==> src/rtl/xdas_defines.svh <==
// Purpose: Special-register offsets, reset values and data-space region bounds
// Assumes: Special-register space is byte addressed, 8-bit data
// Notes: Definitions only
`ifndef XDAS_DEFINES_SVH
`define XDAS_DEFINES_SVH

// Pointer special registers
`define XDAS_SFR_PTR0_LO 8'h82
`define XDAS_SFR_PTR0_HI 8'h83
`define XDAS_SFR_PTR1_LO 8'h84
`define XDAS_SFR_PTR1_HI 8'h85
`define XDAS_SFR_PTR_SEL 8'h86
`define XDAS_SFR_PTR0_EXT 8'h93
`define XDAS_SFR_PTR1_EXT 8'h95
`define XDAS_SFR_IND_TOP 8'hea
`define XDAS_SFR_IND_PAGE 8'ha0

// Fast port registers: output data, pin state, source select
`define XDAS_SFR_P0_DR 8'h80
`define XDAS_SFR_P0_PS 8'h89
`define XDAS_SFR_P0_SEL 8'h8a
`define XDAS_SFR_P1_DR 8'h90
`define XDAS_SFR_P1_PS 8'h91
`define XDAS_SFR_P1_SEL 8'ha2
`define XDAS_SFR_P2_DR 8'h98
`define XDAS_SFR_P2_PS 8'h99
`define XDAS_SFR_P2_SEL 8'h9a
`define XDAS_SFR_P3_DR 8'hb0
`define XDAS_SFR_P3_PS 8'hb1
`define XDAS_SFR_P3_SEL 8'hb2
`define XDAS_SFR_P4_DR 8'hc0
`define XDAS_SFR_P4_PS 8'hc1
`define XDAS_SFR_P4_SEL 8'hc2
`define XDAS_SFR_P5_DR 8'hc8
`define XDAS_SFR_P5_PS 8'hc9
`define XDAS_SFR_P5_SEL 8'hca
`define XDAS_SFR_P6_DR 8'hd8
`define XDAS_SFR_P6_PS 8'hd9
`define XDAS_SFR_P6_SEL 8'hda
`define XDAS_SFR_P12_DR 8'he8
`define XDAS_SFR_P12_PS 8'he9
`define XDAS_SFR_P12_SEL 8'hf2
`define XDAS_SFR_P15_DR 8'hf8
`define XDAS_SFR_P15_PS 8'hf9
`define XDAS_SFR_P15_SEL 8'hfa

// Reset values
`define XDAS_RST_BYTE 8'h00
`define XDAS_RST_PTR 16'h0000

// Field positions
`define XDAS_PTR_SEL_BIT 0

// Data-space region bounds, inclusive
`define XDAS_SRAM_LO 24'h000000
`define XDAS_SRAM_HI 24'h001fff
`define XDAS_CLK_LO 24'h004000
`define XDAS_CLK_HI 24'h0042ff
`define XDAS_INTC_LO 24'h004400
`define XDAS_INTC_HI 24'h0044ff
`define XDAS_TMR_LO 24'h004f00
`define XDAS_TMR_HI 24'h004fff
`define XDAS_CDB_LO 24'h006400
`define XDAS_CDB_HI 24'h006fff
`define XDAS_HUB_LO 24'h007000
`define XDAS_HUB_HI 24'h007fff
`define XDAS_EEP_LO 24'h008000
`define XDAS_EEP_HI 24'h008fff
`define XDAS_DIC_LO 24'h010000
`define XDAS_DIC_HI 24'h01ffff
`define XDAS_ECC_LO 24'h080000
`define XDAS_ECC_HI 24'h081fff
`define XDAS_EMI_LO 24'h800000
`define XDAS_EMI_HI 24'hffffff

`endif

==> src/rtl/xdas_pkg.sv <==
// Purpose: Types shared by the address-extension and fast-port block
// Assumes: Nothing beyond the defines header
// Notes: Region codes are fixed so a bench may compare raw values
package xdas_pkg;

  typedef enum logic [3:0] {
    XDAS_RGN_NONE = 4'b0000,
    XDAS_RGN_SRAM = 4'b0001,
    XDAS_RGN_CLOCKING = 4'b0010,
    XDAS_RGN_INTCTL = 4'b0011,
    XDAS_RGN_TIMER = 4'b0100,
    XDAS_RGN_CDB = 4'b0101,
    XDAS_RGN_HUB = 4'b0110,
    XDAS_RGN_EEPROM = 4'b0111,
    XDAS_RGN_INTERCONNECT = 4'b1000,
    XDAS_RGN_ECC = 4'b1001,
    XDAS_RGN_EXTMEM = 4'b1010
  } xdas_region_t;

endpackage : xdas_pkg

==> src/rtl/xdas_region_decode.sv <==
// Purpose: Decode a 24-bit data-space address into its on-chip or off-chip region
// Assumes: Address is stable for the cycle it is decoded in
// Notes: Purely combinational; the caller registers the result
`timescale 1ns/1ps
`include "xdas_defines.svh"

module xdas_region_decode
  import xdas_pkg::*;
(
  // Address
  input wire logic [23:0] addr_in,
  // Region
  output xdas_region_t region_out
);

  wire logic in_sram;
  wire logic in_clk;
  wire logic in_intc;
  wire logic in_tmr;
  wire logic in_cdb;
  wire logic in_hub;
  wire logic in_eep;
  wire logic in_dic;
  wire logic in_ecc;
  wire logic in_emi;

  // Lower bound of the first window is zero, so only the top is compared
  assign in_sram = (addr_in <= `XDAS_SRAM_HI);
  assign in_clk = (addr_in >= `XDAS_CLK_LO) && (addr_in <= `XDAS_CLK_HI);
  assign in_intc = (addr_in >= `XDAS_INTC_LO) && (addr_in <= `XDAS_INTC_HI);
  assign in_tmr = (addr_in >= `XDAS_TMR_LO) && (addr_in <= `XDAS_TMR_HI);
  assign in_cdb = (addr_in >= `XDAS_CDB_LO) && (addr_in <= `XDAS_CDB_HI);
  assign in_hub = (addr_in >= `XDAS_HUB_LO) && (addr_in <= `XDAS_HUB_HI);
  assign in_eep = (addr_in >= `XDAS_EEP_LO) && (addr_in <= `XDAS_EEP_HI);
  assign in_dic = (addr_in >= `XDAS_DIC_LO) && (addr_in <= `XDAS_DIC_HI);
  assign in_ecc = (addr_in >= `XDAS_ECC_LO) && (addr_in <= `XDAS_ECC_HI);
  assign in_emi = (addr_in >= `XDAS_EMI_LO);

  // Windows do not overlap, so the order of this chain is immaterial
  assign region_out = in_sram ? XDAS_RGN_SRAM :
                      in_clk ? XDAS_RGN_CLOCKING :
                      in_intc ? XDAS_RGN_INTCTL :
                      in_tmr ? XDAS_RGN_TIMER :
                      in_cdb ? XDAS_RGN_CDB :
                      in_hub ? XDAS_RGN_HUB :
                      in_eep ? XDAS_RGN_EEPROM :
                      in_dic ? XDAS_RGN_INTERCONNECT :
                      in_ecc ? XDAS_RGN_ECC :
                      in_emi ? XDAS_RGN_EXTMEM :
                      XDAS_RGN_NONE;

endmodule : xdas_region_decode

==> src/rtl/xdas_port_bank.sv <==
// Purpose: One fast-access port: output data, source select and pin drive
// Assumes: Write strobes are one-hot qualified by the parent
// Notes: Pin drive is registered, one cycle behind the selecting registers
`timescale 1ns/1ps
`include "xdas_defines.svh"

module xdas_port_bank
  import xdas_pkg::*;
#(
  parameter int WIDTH = 8
) (
  // Clock, reset, enable
  input wire logic mclk_in,
  input wire logic rstn_in,
  input wire logic ce_in,
  // Register writes
  input wire logic wr_data_in,
  input wire logic wr_sel_in,
  input wire logic [WIDTH-1:0] wdata_in,
  // Hub-side data
  input wire logic [WIDTH-1:0] hub_data_in,
  // Register contents and pin drive
  output logic [WIDTH-1:0] out_data_out,
  output logic [WIDTH-1:0] src_sel_out,
  output logic [WIDTH-1:0] drive_out
);

  wire logic [WIDTH-1:0] next_drive;

  // Per-bit choice between the fast register and the hub register
  assign next_drive = (src_sel_out & out_data_out) | (~src_sel_out & hub_data_in);

  always_ff @(posedge mclk_in) begin
    if (!rstn_in) begin
      out_data_out <= '0;
      src_sel_out <= '0;
      drive_out <= '0;
    end else if (ce_in) begin
      if (wr_data_in) out_data_out <= wdata_in;
      if (wr_sel_in) src_sel_out <= wdata_in;
      drive_out <= next_drive;
    end
  end

endmodule : xdas_port_bank

==> src/rtl/xdas_top.sv <==
// Purpose: Data pointers, address extension, data-space decode and fast port registers
// Assumes: Core drives all requests synchronous to mclk_in; one special access per cycle
// Notes: All outputs registered; read data appears one cycle after the read strobe
//
// Behaviour
// - Two pointers, select register picks active one
// - Extension bytes only shape external-data moves
// - Pointer move takes top byte from its extension
// - Indirect move uses top and page extensions
// - Ports 0-6,12,15 each have three registers
// - Select bit picks fast or hub drive
// - Pin-state register read-only, shows pins
// - Data space is 24 bits, 16 MB
// - Lowest 8 KB decode to static RAM
// - Top half decodes to external memory
// - ECC byte window decoded separately
// - EEPROM window decoded
// - Interrupt and clocking windows decoded
// - Hub config and digital-block windows decoded
// - Interconnect and timer windows decoded
// - Select and extension registers at fixed offsets
`timescale 1ns/1ps
`include "xdas_defines.svh"

module xdas_top
  import xdas_pkg::*;
#(
  parameter int NPORTS = 9,
  parameter int ADDR_W = 24
) (
  // Clock, reset, enable
  input wire logic mclk_in,
  input wire logic rstn_in,
  input wire logic ce_in,
  // Special register access from the core
  input wire logic [7:0] sfr_addr_in,
  input wire logic sfr_wr_in,
  input wire logic [7:0] sfr_wdata_in,
  input wire logic sfr_rd_in,
  output logic [7:0] sfr_rdata_out,
  // Pointer operations from the core
  input wire logic ptr_inc_in,
  input wire logic ptr_load_in,
  input wire logic [15:0] ptr_load_data_in,
  output logic [15:0] code_ptr_out,
  // External-data move requests
  input wire logic xmove_req_in,
  input wire logic xmove_via_ptr_in,
  input wire logic [7:0] xmove_ri_in,
  output logic [ADDR_W-1:0] xaddr_out,
  output logic xaddr_valid_out,
  output xdas_region_t xregion_out,
  // Port pins, port k in bits 8k+7:8k
  input wire logic [NPORTS*8-1:0] hub_port_output_data_in,
  input wire logic [NPORTS*8-1:0] pin_state_in,
  output logic [NPORTS*8-1:0] pin_drive_out
);

  ////////////////////////////////////////////////////////////////////////////////
  // Fast port offsets, index 0..8 stands for ports 0-6, 12, 15

  localparam logic [7:0] DR_ADDR [0:8] = '{
    `XDAS_SFR_P0_DR, `XDAS_SFR_P1_DR, `XDAS_SFR_P2_DR, `XDAS_SFR_P3_DR,
    `XDAS_SFR_P4_DR, `XDAS_SFR_P5_DR, `XDAS_SFR_P6_DR, `XDAS_SFR_P12_DR,
    `XDAS_SFR_P15_DR};
  localparam logic [7:0] PS_ADDR [0:8] = '{
    `XDAS_SFR_P0_PS, `XDAS_SFR_P1_PS, `XDAS_SFR_P2_PS, `XDAS_SFR_P3_PS,
    `XDAS_SFR_P4_PS, `XDAS_SFR_P5_PS, `XDAS_SFR_P6_PS, `XDAS_SFR_P12_PS,
    `XDAS_SFR_P15_PS};
  localparam logic [7:0] SEL_ADDR [0:8] = '{
    `XDAS_SFR_P0_SEL, `XDAS_SFR_P1_SEL, `XDAS_SFR_P2_SEL, `XDAS_SFR_P3_SEL,
    `XDAS_SFR_P4_SEL, `XDAS_SFR_P5_SEL, `XDAS_SFR_P6_SEL, `XDAS_SFR_P12_SEL,
    `XDAS_SFR_P15_SEL};

  ////////////////////////////////////////////////////////////////////////////////
  // Register state

  logic [15:0] data_pointer_zero;
  logic [15:0] data_pointer_one;
  logic data_pointer_select;
  logic [7:0] pointer0_high_extension;
  logic [7:0] pointer1_high_extension;
  logic [7:0] indirect_top_extension;
  logic [7:0] indirect_page_extension;

  ////////////////////////////////////////////////////////////////////////////////
  // Write decode

  wire logic wr_en;
  wire logic wr_p0_lo;
  wire logic wr_p0_hi;
  wire logic wr_p1_lo;
  wire logic wr_p1_hi;
  wire logic wr_sel;
  wire logic wr_x0;
  wire logic wr_x1;
  wire logic wr_itop;
  wire logic wr_ipage;

  assign wr_en = ce_in && sfr_wr_in;
  assign wr_p0_lo = wr_en && (sfr_addr_in == `XDAS_SFR_PTR0_LO);
  assign wr_p0_hi = wr_en && (sfr_addr_in == `XDAS_SFR_PTR0_HI);
  assign wr_p1_lo = wr_en && (sfr_addr_in == `XDAS_SFR_PTR1_LO);
  assign wr_p1_hi = wr_en && (sfr_addr_in == `XDAS_SFR_PTR1_HI);
  assign wr_sel = wr_en && (sfr_addr_in == `XDAS_SFR_PTR_SEL);
  assign wr_x0 = wr_en && (sfr_addr_in == `XDAS_SFR_PTR0_EXT);
  assign wr_x1 = wr_en && (sfr_addr_in == `XDAS_SFR_PTR1_EXT);
  assign wr_itop = wr_en && (sfr_addr_in == `XDAS_SFR_IND_TOP);
  assign wr_ipage = wr_en && (sfr_addr_in == `XDAS_SFR_IND_PAGE);

  ////////////////////////////////////////////////////////////////////////////////
  // Pointer update: a byte write wins over a load, a load wins over an increment

  wire logic [15:0] sel_ptr;
  wire logic [15:0] sel_ptr_inc;
  wire logic op_on_zero;
  wire logic op_on_one;
  wire logic [15:0] next_ptr0;
  wire logic [15:0] next_ptr1;

  assign sel_ptr = data_pointer_select ? data_pointer_one : data_pointer_zero;
  assign sel_ptr_inc = sel_ptr + 16'h0001;
  assign op_on_zero = !data_pointer_select;
  assign op_on_one = data_pointer_select;

  assign next_ptr0 =
    wr_p0_lo ? {data_pointer_zero[15:8], sfr_wdata_in} :
    wr_p0_hi ? {sfr_wdata_in, data_pointer_zero[7:0]} :
    (ptr_load_in && op_on_zero) ? ptr_load_data_in :
    (ptr_inc_in && op_on_zero) ? sel_ptr_inc :
    data_pointer_zero;
  assign next_ptr1 =
    wr_p1_lo ? {data_pointer_one[15:8], sfr_wdata_in} :
    wr_p1_hi ? {sfr_wdata_in, data_pointer_one[7:0]} :
    (ptr_load_in && op_on_one) ? ptr_load_data_in :
    (ptr_inc_in && op_on_one) ? sel_ptr_inc :
    data_pointer_one;

  always_ff @(posedge mclk_in) begin
    if (!rstn_in) begin
      data_pointer_zero <= `XDAS_RST_PTR;
      data_pointer_one <= `XDAS_RST_PTR;
    end else if (ce_in) begin
      data_pointer_zero <= next_ptr0;
      data_pointer_one <= next_ptr1;
    end
  end

  always_ff @(posedge mclk_in) begin
    if (!rstn_in) begin
      data_pointer_select <= 1'b0;
      pointer0_high_extension <= `XDAS_RST_BYTE;
      pointer1_high_extension <= `XDAS_RST_BYTE;
      indirect_top_extension <= `XDAS_RST_BYTE;
      indirect_page_extension <= `XDAS_RST_BYTE;
    end else begin
      if (wr_sel) data_pointer_select <= sfr_wdata_in[`XDAS_PTR_SEL_BIT];
      if (wr_x0) pointer0_high_extension <= sfr_wdata_in;
      if (wr_x1) pointer1_high_extension <= sfr_wdata_in;
      if (wr_itop) indirect_top_extension <= sfr_wdata_in;
      if (wr_ipage) indirect_page_extension <= sfr_wdata_in;
    end
  end

  ////////////////////////////////////////////////////////////////////////////////
  // Code-table and jump pointer: no extension byte takes part here

  always_ff @(posedge mclk_in) begin
    if (!rstn_in) begin
      code_ptr_out <= `XDAS_RST_PTR;
    end else if (ce_in) begin
      code_ptr_out <= data_pointer_select ? next_ptr1 : next_ptr0;
    end
  end

  ////////////////////////////////////////////////////////////////////////////////
  // External-data address formation and region decode

  wire logic [7:0] ptr_ext;
  wire logic [ADDR_W-1:0] ptr_xaddr;
  wire logic [ADDR_W-1:0] ind_xaddr;
  wire logic [ADDR_W-1:0] next_xaddr;
  xdas_region_t next_region;

  assign ptr_ext = data_pointer_select ? pointer1_high_extension
                                       : pointer0_high_extension;
  assign ptr_xaddr = {ptr_ext, sel_ptr};
  assign ind_xaddr = {indirect_top_extension, indirect_page_extension,
                      xmove_ri_in};
  assign next_xaddr = xmove_via_ptr_in ? ptr_xaddr : ind_xaddr;

  xdas_region_decode u_decode (
    .addr_in(next_xaddr),
    .region_out(next_region)
  );

  // Address and region are held between moves so the bus may sample late
  always_ff @(posedge mclk_in) begin
    if (!rstn_in) begin
      xaddr_out <= '0;
      xregion_out <= XDAS_RGN_SRAM;
      xaddr_valid_out <= 1'b0;
    end else if (ce_in) begin
      xaddr_valid_out <= xmove_req_in;
      if (xmove_req_in) begin
        xaddr_out <= next_xaddr;
        xregion_out <= next_region;
      end
    end
  end

  ////////////////////////////////////////////////////////////////////////////////
  // Fast port banks

  wire logic [NPORTS*8-1:0] port_data;
  wire logic [NPORTS*8-1:0] port_sel;
  logic [NPORTS-1:0] hit_dr;
  logic [NPORTS-1:0] hit_ps;
  logic [NPORTS-1:0] hit_sel;

  genvar gi;
  generate
    for (gi = 0; gi < NPORTS; gi = gi + 1) begin : g_port
      assign hit_dr[gi] = (sfr_addr_in == DR_ADDR[gi]);
      assign hit_ps[gi] = (sfr_addr_in == PS_ADDR[gi]);
      assign hit_sel[gi] = (sfr_addr_in == SEL_ADDR[gi]);

      // Pin-state offset has no write strobe at all, so writes there vanish
      xdas_port_bank #(
        .WIDTH(8)
      ) u_bank (
        .mclk_in(mclk_in),
        .rstn_in(rstn_in),
        .ce_in(ce_in),
        .wr_data_in(wr_en && hit_dr[gi]),
        .wr_sel_in(wr_en && hit_sel[gi]),
        .wdata_in(sfr_wdata_in),
        .hub_data_in(hub_port_output_data_in[gi*8 +: 8]),
        .out_data_out(port_data[gi*8 +: 8]),
        .src_sel_out(port_sel[gi*8 +: 8]),
        .drive_out(pin_drive_out[gi*8 +: 8])
      );
    end
  endgenerate

  ////////////////////////////////////////////////////////////////////////////////
  // Read mux: unmapped offsets and unused select bits read as zero

  logic [7:0] port_rdata;

  always_comb begin
    port_rdata = 8'h00;
    for (int i = 0; i < NPORTS; i = i + 1) begin
      if (hit_dr[i]) port_rdata = port_rdata | port_data[i*8 +: 8];
      if (hit_sel[i]) port_rdata = port_rdata | port_sel[i*8 +: 8];
      if (hit_ps[i]) port_rdata = port_rdata | pin_state_in[i*8 +: 8];
    end
  end

  wire logic [7:0] next_rdata;

  assign next_rdata =
    (sfr_addr_in == `XDAS_SFR_PTR0_LO) ? data_pointer_zero[7:0] :
    (sfr_addr_in == `XDAS_SFR_PTR0_HI) ? data_pointer_zero[15:8] :
    (sfr_addr_in == `XDAS_SFR_PTR1_LO) ? data_pointer_one[7:0] :
    (sfr_addr_in == `XDAS_SFR_PTR1_HI) ? data_pointer_one[15:8] :
    (sfr_addr_in == `XDAS_SFR_PTR_SEL) ? {7'h00, data_pointer_select} :
    (sfr_addr_in == `XDAS_SFR_PTR0_EXT) ? pointer0_high_extension :
    (sfr_addr_in == `XDAS_SFR_PTR1_EXT) ? pointer1_high_extension :
    (sfr_addr_in == `XDAS_SFR_IND_TOP) ? indirect_top_extension :
    (sfr_addr_in == `XDAS_SFR_IND_PAGE) ? indirect_page_extension :
    port_rdata;

  // Read data holds until the next read, so the core can sample it late
  always_ff @(posedge mclk_in) begin
    if (!rstn_in) begin
      sfr_rdata_out <= 8'h00;
    end else if (ce_in && sfr_rd_in) begin
      sfr_rdata_out <= next_rdata;
    end
  end

endmodule : xdas_top

==> config.mk <==
export PLATFORM = sky130hd
export DESIGN_NAME = xdas_top
export DESIGN_NICKNAME = d
export VERILOG_FILES = /design/src/rtl/xdas_pkg.sv /design/src/rtl/xdas_region_decode.sv /design/src/rtl/xdas_port_bank.sv /design/src/rtl/xdas_top.sv
export VERILOG_INCLUDE_DIRS = /design/src /design/src/rtl
export SDC_FILE = /design/constraint.sdc
export NUM_CORES = 1
export LEC_CHECK = 0
export ABC_CLOCK_PERIOD_IN_PS = 2970
export BUFFER_PORTS_ARGS = -buffer_cell sky130_fd_sc_hd__buf_2
export CORE_MARGIN = 2
export CORE_UTILIZATION = 25
export DETAILED_ROUTE_END_ITERATION = 8
export PLACE_DENSITY_LB_ADDON = 0.25
export SYNTH_ARGS = -nofsm -noshare
export SYNTH_HDL_FRONTEND = slang
export SYNTH_SLANG_ARGS = --single-unit
==> constraint.sdc <==
create_clock -name mclk_in -period 2.97 [get_ports mclk_in]
set_input_delay 0.297 -clock mclk_in [delete_from_list [all_inputs] [get_ports mclk_in]]
set_output_delay 0.297 -clock mclk_in [all_outputs]
set_load 0.01 [all_outputs]
==> results of run 1 <==
[final cells by class]
type                    count  area share
diodes                      2    0.000220
inverters                  12     0.00231
repair buffers            491       0.131
multi-input cells        1664       0.463
clock inverters            15     0.00589
well taps                 950      0.0523
flip-flops and latches    334       0.294
clock buffers              58      0.0511
[metal layers]
layer	global-route usage	up-vias	wire, um
li1	-	8732	-
met1	0.337	9434	42100
met2	0.439	971	47300
met3	0.0342	193	6380
met4	0.123	2	5200
met5	0	-	11
[what timing repair did]
item,in CTS,in global routing
setup endpoints to repair,0,2
endpoints found under the hold margin,0,0
resized for setup,0,2
[worst min-delay path by stage]
stage                                               endpoint  slack, ps
3_5_place_dp                      xaddr_out[14]$_SDFFE_PN0P_        440
5_1_grt           g_port[2].u_bank.drive_out[1]$_SDFFE_PN0P_         50
2_1_floorplan  g_port[3].u_bank.out_data_out[3]$_SDFFE_PN0P_        440
6_report          g_port[4].u_bank.drive_out[6]$_SDFFE_PN0P_         40
3_3_place_gp                      xaddr_out[15]$_SDFFE_PN0P_        450
4_1_cts           g_port[4].u_bank.drive_out[6]$_SDFFE_PN0P_         30
[layout by cell type, fill, tap and decap left out, types with 7 or more instances in the layout]
cell type	instances
a211oi_1	105
a21oi_1	158
a22oi_1	53
a31oi_1	22
a32oi_1	10
and2_1	12
and3_1	15
and3b_1	9
buf_2	316
buf_4	168
clkbuf_1	11
clkbuf_16	42
clkinv_2	8
dfxtp_1	333
inv_1	10
mux2_2	19
mux2i_1	247
nand2_1	195
nand3_1	82
nand4_1	15
nor2_1	335
nor2_2	13
nor2b_1	11
nor3_1	17
o211ai_1	16
o21ai_0	122
o221ai_1	13
o22ai_1	15
or3_1	7
xnor2_1	11
xor2_1	9
[state kept, by name, indices dropped and copies added (netlist names), 16 cells and up]
register	flops
g_port.u_bank.out_data_out	72
code_ptr_out	16
xaddr_out	24
g_port.u_bank.src_sel_out	72
g_port.u_bank.drive_out	72
data_pointer_zero	16
data_pointer_one	16
[metrics by stage]
step                worst slack, ps  instances  hold WS, ps   util
floorplan                       134       2206          441      -
global placement              -17.0       3451          445  0.299
detailed placement            -50.8       3451          445  0.299
CTS                             154       3524         29.4  0.317
global route                  -1.01       3525         53.6  0.318
finish                          178       3526         42.4  0.318
[worst register-to-register path: stages (launching register included)]
cell      delay [ps]
dfxtp_2          450
mux2_2           220
ha_1             230
nand4_1          220
a221o_1          490
buf_4            190
nor4_2           320
xor2_1           120
a31oi_2          240
o221ai_1         150
[cell families (layout without fill, tap and decap cells)]
logic type / Yosys count / count (layout)
compound gates: 595 / 595
xor+xnor: 20 / 20
fa+ha+maj: 1 / 1
buf+inv: 208 / 576
flops: 334 / 334
mux: 269 / 269
other cells: 0 / 2
simple gates: 779 / 779
[power by group through the flow]
stage	clock network (mW)	logic (mW)	registers, mW
CTS	5.03	1.41	4.70
detailed placement	0	1.40	4.80
finish	4.93	1.42	4.70
global placement	0	1.41	4.80
floorplan	0	0.657	4.82
global route	5.21	1.51	4.71
==> results.ini, run 1 <==
[status]
status=finished clean

[critical_path]
crit_cells=9
path_buf_inv=1
crit_required_ps=3390
path_cells=mux2_2 > ha_1 > nand4_1 > a221o_1 > buf_4 > nor4_2 > xor2_1 > a31oi_2 > o221ai_1
rr_endpoint=code_ptr_out[14]$_SDFFE_PN0P_
timing.rr.start=data_pointer_select$_SDFFE_PN0P_
endpoint=code_ptr_out[14]$_SDFFE_PN0P_
reg2regPathDepth=9
rrSetupSlack_ps=180
critPathMaxStageDelay_ps=490
timing.critical_path.max_delay_family=compound AO/OA/AOI/OAI gates
cp.arrival_ps=3220
critPathMaxFanout=5
path_class=flop to flop
cp-start-kind=flop
critPathSlowestCell=a221o_1
startpoint=data_pointer_select$_SDFFE_PN0P_
critPathCaptureType=flop

[job]
cap_violations=0

[synth]
synth_mux_area_frac=0.153
synthAdderAreaFrac=0.000694
synthTopCellsByCount=nor2_1 (335), dfxtp_1 (334), mux2i_1 (247)
synthesis.nets=2400
synth.top_cell.area_share=0.371
synth_cell_types=92
synth_ff_type=dfxtp_1
avgSynthCellArea_um2=8.17
synth_edf_count=0
synthCells=2206
ys_seq_elements=334
synthArstFlopShare=0
yosys.area.top_type=dfxtp_1
synth.most_common_cell=nor2_1
synth_top_family_by_area=compound AO/OA/AOI/OAI gates
synthSimpleGateAreaFrac=0.203
synth_compound_area_frac=0.214
yosysWarnings=0
synth_area_leaders=dfxtp_1 (37%), mux2i_1 (14%), nor2_1 (7.0%)
synthXorXnorAreaFrac=0.00971
synth_area_um2=18000
ys_seq_area_frac=0.371

[min_path]
holdCritPathClass=primary input to flop
hold_depth=3
hp-start=hub_port_output_data_in[38]

[cells_and_area]
area_growth_pct=26.0
finalInstanceArea_um2=22700
seq_area_um2=6690
multi_input_area_um2=10500
drive_gt1_frac=0.241
finalNetCount=2739
num-fill-cells=7640

[global_route]
grt_max_degree=124
grt_pass1_vias=18900
grt_pass1_wl_mm=142
antenna_found_initial=5
grt-ovfl-total=0
track_usage=0.263

[placement]
port_buffers=317
place_congestion=1.02
place_area_um2=21400
hpwl_mm=78.9

[routing]
num_vias=19300
drt-initial-drc-count=1636
vias_per_cell=5.48
wl_per_cell_um=28.6
drc_errors=0
final_antenna_net_count=0
drt_pass1_iterations=5
wl_mm=101

[sta]
fin_crit_ps=2790
setup_viol=0
finalCritPeriodShare=0.940
worst_slew_pin_slew_ps=1090
max-slew-margin-rel=0.251
finalHoldViolCount=0
setup_tns_ps=0
finalClockSkew_ps=28.3
fmax_mhz=358
rsz0062_at_grt=yes
final-max-slew-violation-count=0

[pwr]
power_switching_mw=3.21
p_comb_frac=0.129
pwr-share-seq=0.425
ir_drop_v=0.000303
leakagePower_nw=8.42
internal-power_mw=7.85
p_sw_frac=0.290
p_per_area_nw_per_um2=487
pwr-share-clk=0.446
finalPower_mw=11.1

[floorplanning]
die-area_um2=74300
io_pins=318
start_util=0.252
die_h_um=273
coreArea_um2=71500
rows=98
dieWidth_um=273

[clock_network]
h-tree-depth=2
insertion_delay_ps=590
root_buffer=clkbuf_16
clk_pin_slew_ps=60
cts_hold_buf=0
cts.sinks=334
cts_buffer_depth=3
cts_buffers=42
cts_tree=done
cts_setup_buffers=0

(Power assumes the default switching activity.)
==> inputs of run 2 (changes only) <==
ABC_CLOCK_PERIOD_IN_PS = 3100   (was 2970)
clock period = 3.1 ns   (was 2.97 ns; I/O delays follow)
==> run 2 against run 1 <==
Clock skew increased by 10 ps. Power barely moved. Combinational power shrank 5%. Critical path depth stayed put. Global-route usage shrank 0.49 points. Critical endpoint is now xregion_out[0]$_SDFFE_PN1P_. Largest cell class unchanged.
==> results.ini, run 2 (synthesis results as in run 1) <==
[critical_path]
critPathMaxFanout=55
crit_required_ps=3620
path_buf_inv=2
cp.arrival_ps=3320
crit_top_cell=a21oi_1
critPathMaxStageDelay_ps=460
path_cells=buf_12 > buf_4 > mux2i_1 > a21oi_1 > nor4b_1 > a31oi_1 > a211o_1 > a21oi_1 > o31a_1
critPathCaptureType=flop
timing.rr.start=data_pointer_select$_SDFFE_PN0P_
cp-start-kind=flop
endpoint=xregion_out[0]$_SDFFE_PN1P_
crit_cells=9
path_class=flop to flop
critPathSlowestCell=nor4b_1
rrSetupSlack_ps=300
reg2regPathDepth=9
startpoint=data_pointer_select$_SDFFE_PN0P_
timing.critical_path.max_delay_family=compound AO/OA/AOI/OAI gates
rr_endpoint=xregion_out[0]$_SDFFE_PN1P_

[placement]
hpwl_mm=76.5
place_area_um2=21300
port_buffers=317
place_congestion=1.02
dp_slack_ps=214

[cells_and_area]
area_growth_pct=25.9
drive_gt1_frac=0.235
final_common_cell=nor2_1
multi_input_area_um2=10500
seq_area_um2=6690
num-fill-cells=7607
layout_common_cells=nor2_1 (335), dfxtp_1 (333), buf_2 (316)
finalNetCount=2715
finalInstanceArea_um2=22700
reg_top3=g_port.u_bank.drive_out x72, g_port.u_bank.out_data_out x72, g_port.u_bank.src_sel_out x72

[job]
cap_violations=0

[routing]
final_antenna_net_count=0
drt_pass1_iterations=6
drt-initial-drc-count=2044
num_vias=19200
wl_per_cell_um=28.4
drc_errors=0
wl_mm=99.3
vias_per_cell=5.49

[clock_network]
cts_buffer_depth=3
root_buffer=clkbuf_16
cts_setup_buffers=0
h-tree-depth=2
cts_buffers=43
cts_hold_buf=0
cts.sinks=334
cts-resized-gates=0
cts_tree=done
clk_pin_slew_ps=60
insertion_delay_ps=610

[status]
status=finished clean

[sta]
max-slew-margin-rel=0.384
finalHoldViolCount=0
finalClockSkew_ps=38.5
whs_ps=55.6
final-max-slew-violation-count=0
finalCritPeriodShare=0.903
worst_slew_pin_slew_ps=924
setup_viol=0
layout_setup_ws_ps=300
fin_crit_ps=2800
fmax_mhz=357
rsz0062_at_grt=no

[floorplanning]
die_h_um=273
start_util=0.252
io_pins=318
dieWidth_um=273
die-area_um2=74300
coreArea_um2=71500
rows=98

[global_route]
grt_pass1_vias=18700
track_usage=0.258
grt_pass1_wl_mm=139
antenna_found_initial=4
grt_max_degree=146
grt-ovfl-total=0

[pwr]
ir_drop_v=0.000354
leakagePower_nw=8.40
p_per_area_nw_per_um2=487

[min_path]
holdCritPathClass=primary input to flop

-- run 2: changes by cell type in the layout (fill, tap and decap cells not counted), sizes merged --
cell / previous run / this run
buf: 491 / 466
bufinv: 0 / 4
clkbuf: 58 / 57
clkinv: 13 / 9
clkinvlp: 3 / 2
diode: 2 / 1
inv: 11 / 13
-- run 2: through the flow --
stage	setup TNS (ps)	cells	power (mW)	util
global route	0	3499	11.4	0.317
global placement	-184	3426	5.93	0.297
detailed placement	0	3426	5.93	0.297
CTS	0	3499	11.1	0.317
finish	0	3500	11.0	0.317
floorplan	0	2206	5.24	-
-- run 2: power breakdown --
group	internal (mW)	leakage, nW	total (mW)	switching [mW]
clock network	3.06	0.696	5.18	2.12
registers	4.41	2.72	4.51	0.102
logic	0.463	4.99	1.35	0.887
-- run 2: worst min-delay path by stage --
| stage | slack [ps] | to | from | cells after the start |
|---|---|---|---|---|
| 2_1_floorplan | 440 | g_port[3].u_bank.out_data_out[3]$_SDFFE_PN0P_ | g_port[3].u_bank.out_data_out[3]$_SDFFE_PN0P_ | 2 |
| 4_1_cts | 20 | g_port[1].u_bank.drive_out[3]$_SDFFE_PN0P_ | hub_port_output_data_in[11] | 3 |
| 5_1_grt | 60 | g_port[1].u_bank.drive_out[0]$_SDFFE_PN0P_ | hub_port_output_data_in[8] | 3 |
| 3_5_place_dp | 450 | xaddr_out[10]$_SDFFE_PN0P_ | xaddr_out[10]$_SDFFE_PN0P_ | 2 |
| 6_report | 60 | g_port[5].u_bank.drive_out[5]$_SDFFE_PN0P_ | hub_port_output_data_in[45] | 3 |
| 3_3_place_gp | 450 | xaddr_out[16]$_SDFFE_PN0P_ | xaddr_out[16]$_SDFFE_PN0P_ | 2 |
-- run 2: layout make-up --
class,count,area share
clock inverter,16,0.0103
timing repair buffer,466,0.124
inverter,12,0.00232
tap,950,0.0524
antenna,1,0.000110
sequential,334,0.295
multi-input combinational,1664,0.463
clock buffer,57,0.0528
-- run 2: metal layers --
metal	vias up	track usage	part of all wire	routed length [um]
met4	6	0.121	0.051	5080
met5	-	0	0.00036	36
li1	8653	-	-	-
met1	9422	0.328	0.42	41500
met3	213	0.0356	0.062	6200
met2	912	0.433	0.47	46500
-- run 2: worst reg2reg max path, cell delays in order (launching register included) --
cell	delay, ps
dfxtp_2	440
buf_12	310
buf_4	330
mux2i_1	110
a21oi_1	360
nor4b_1	460
a31oi_1	110
a211o_1	280
a21oi_1	190
o31a_1	150
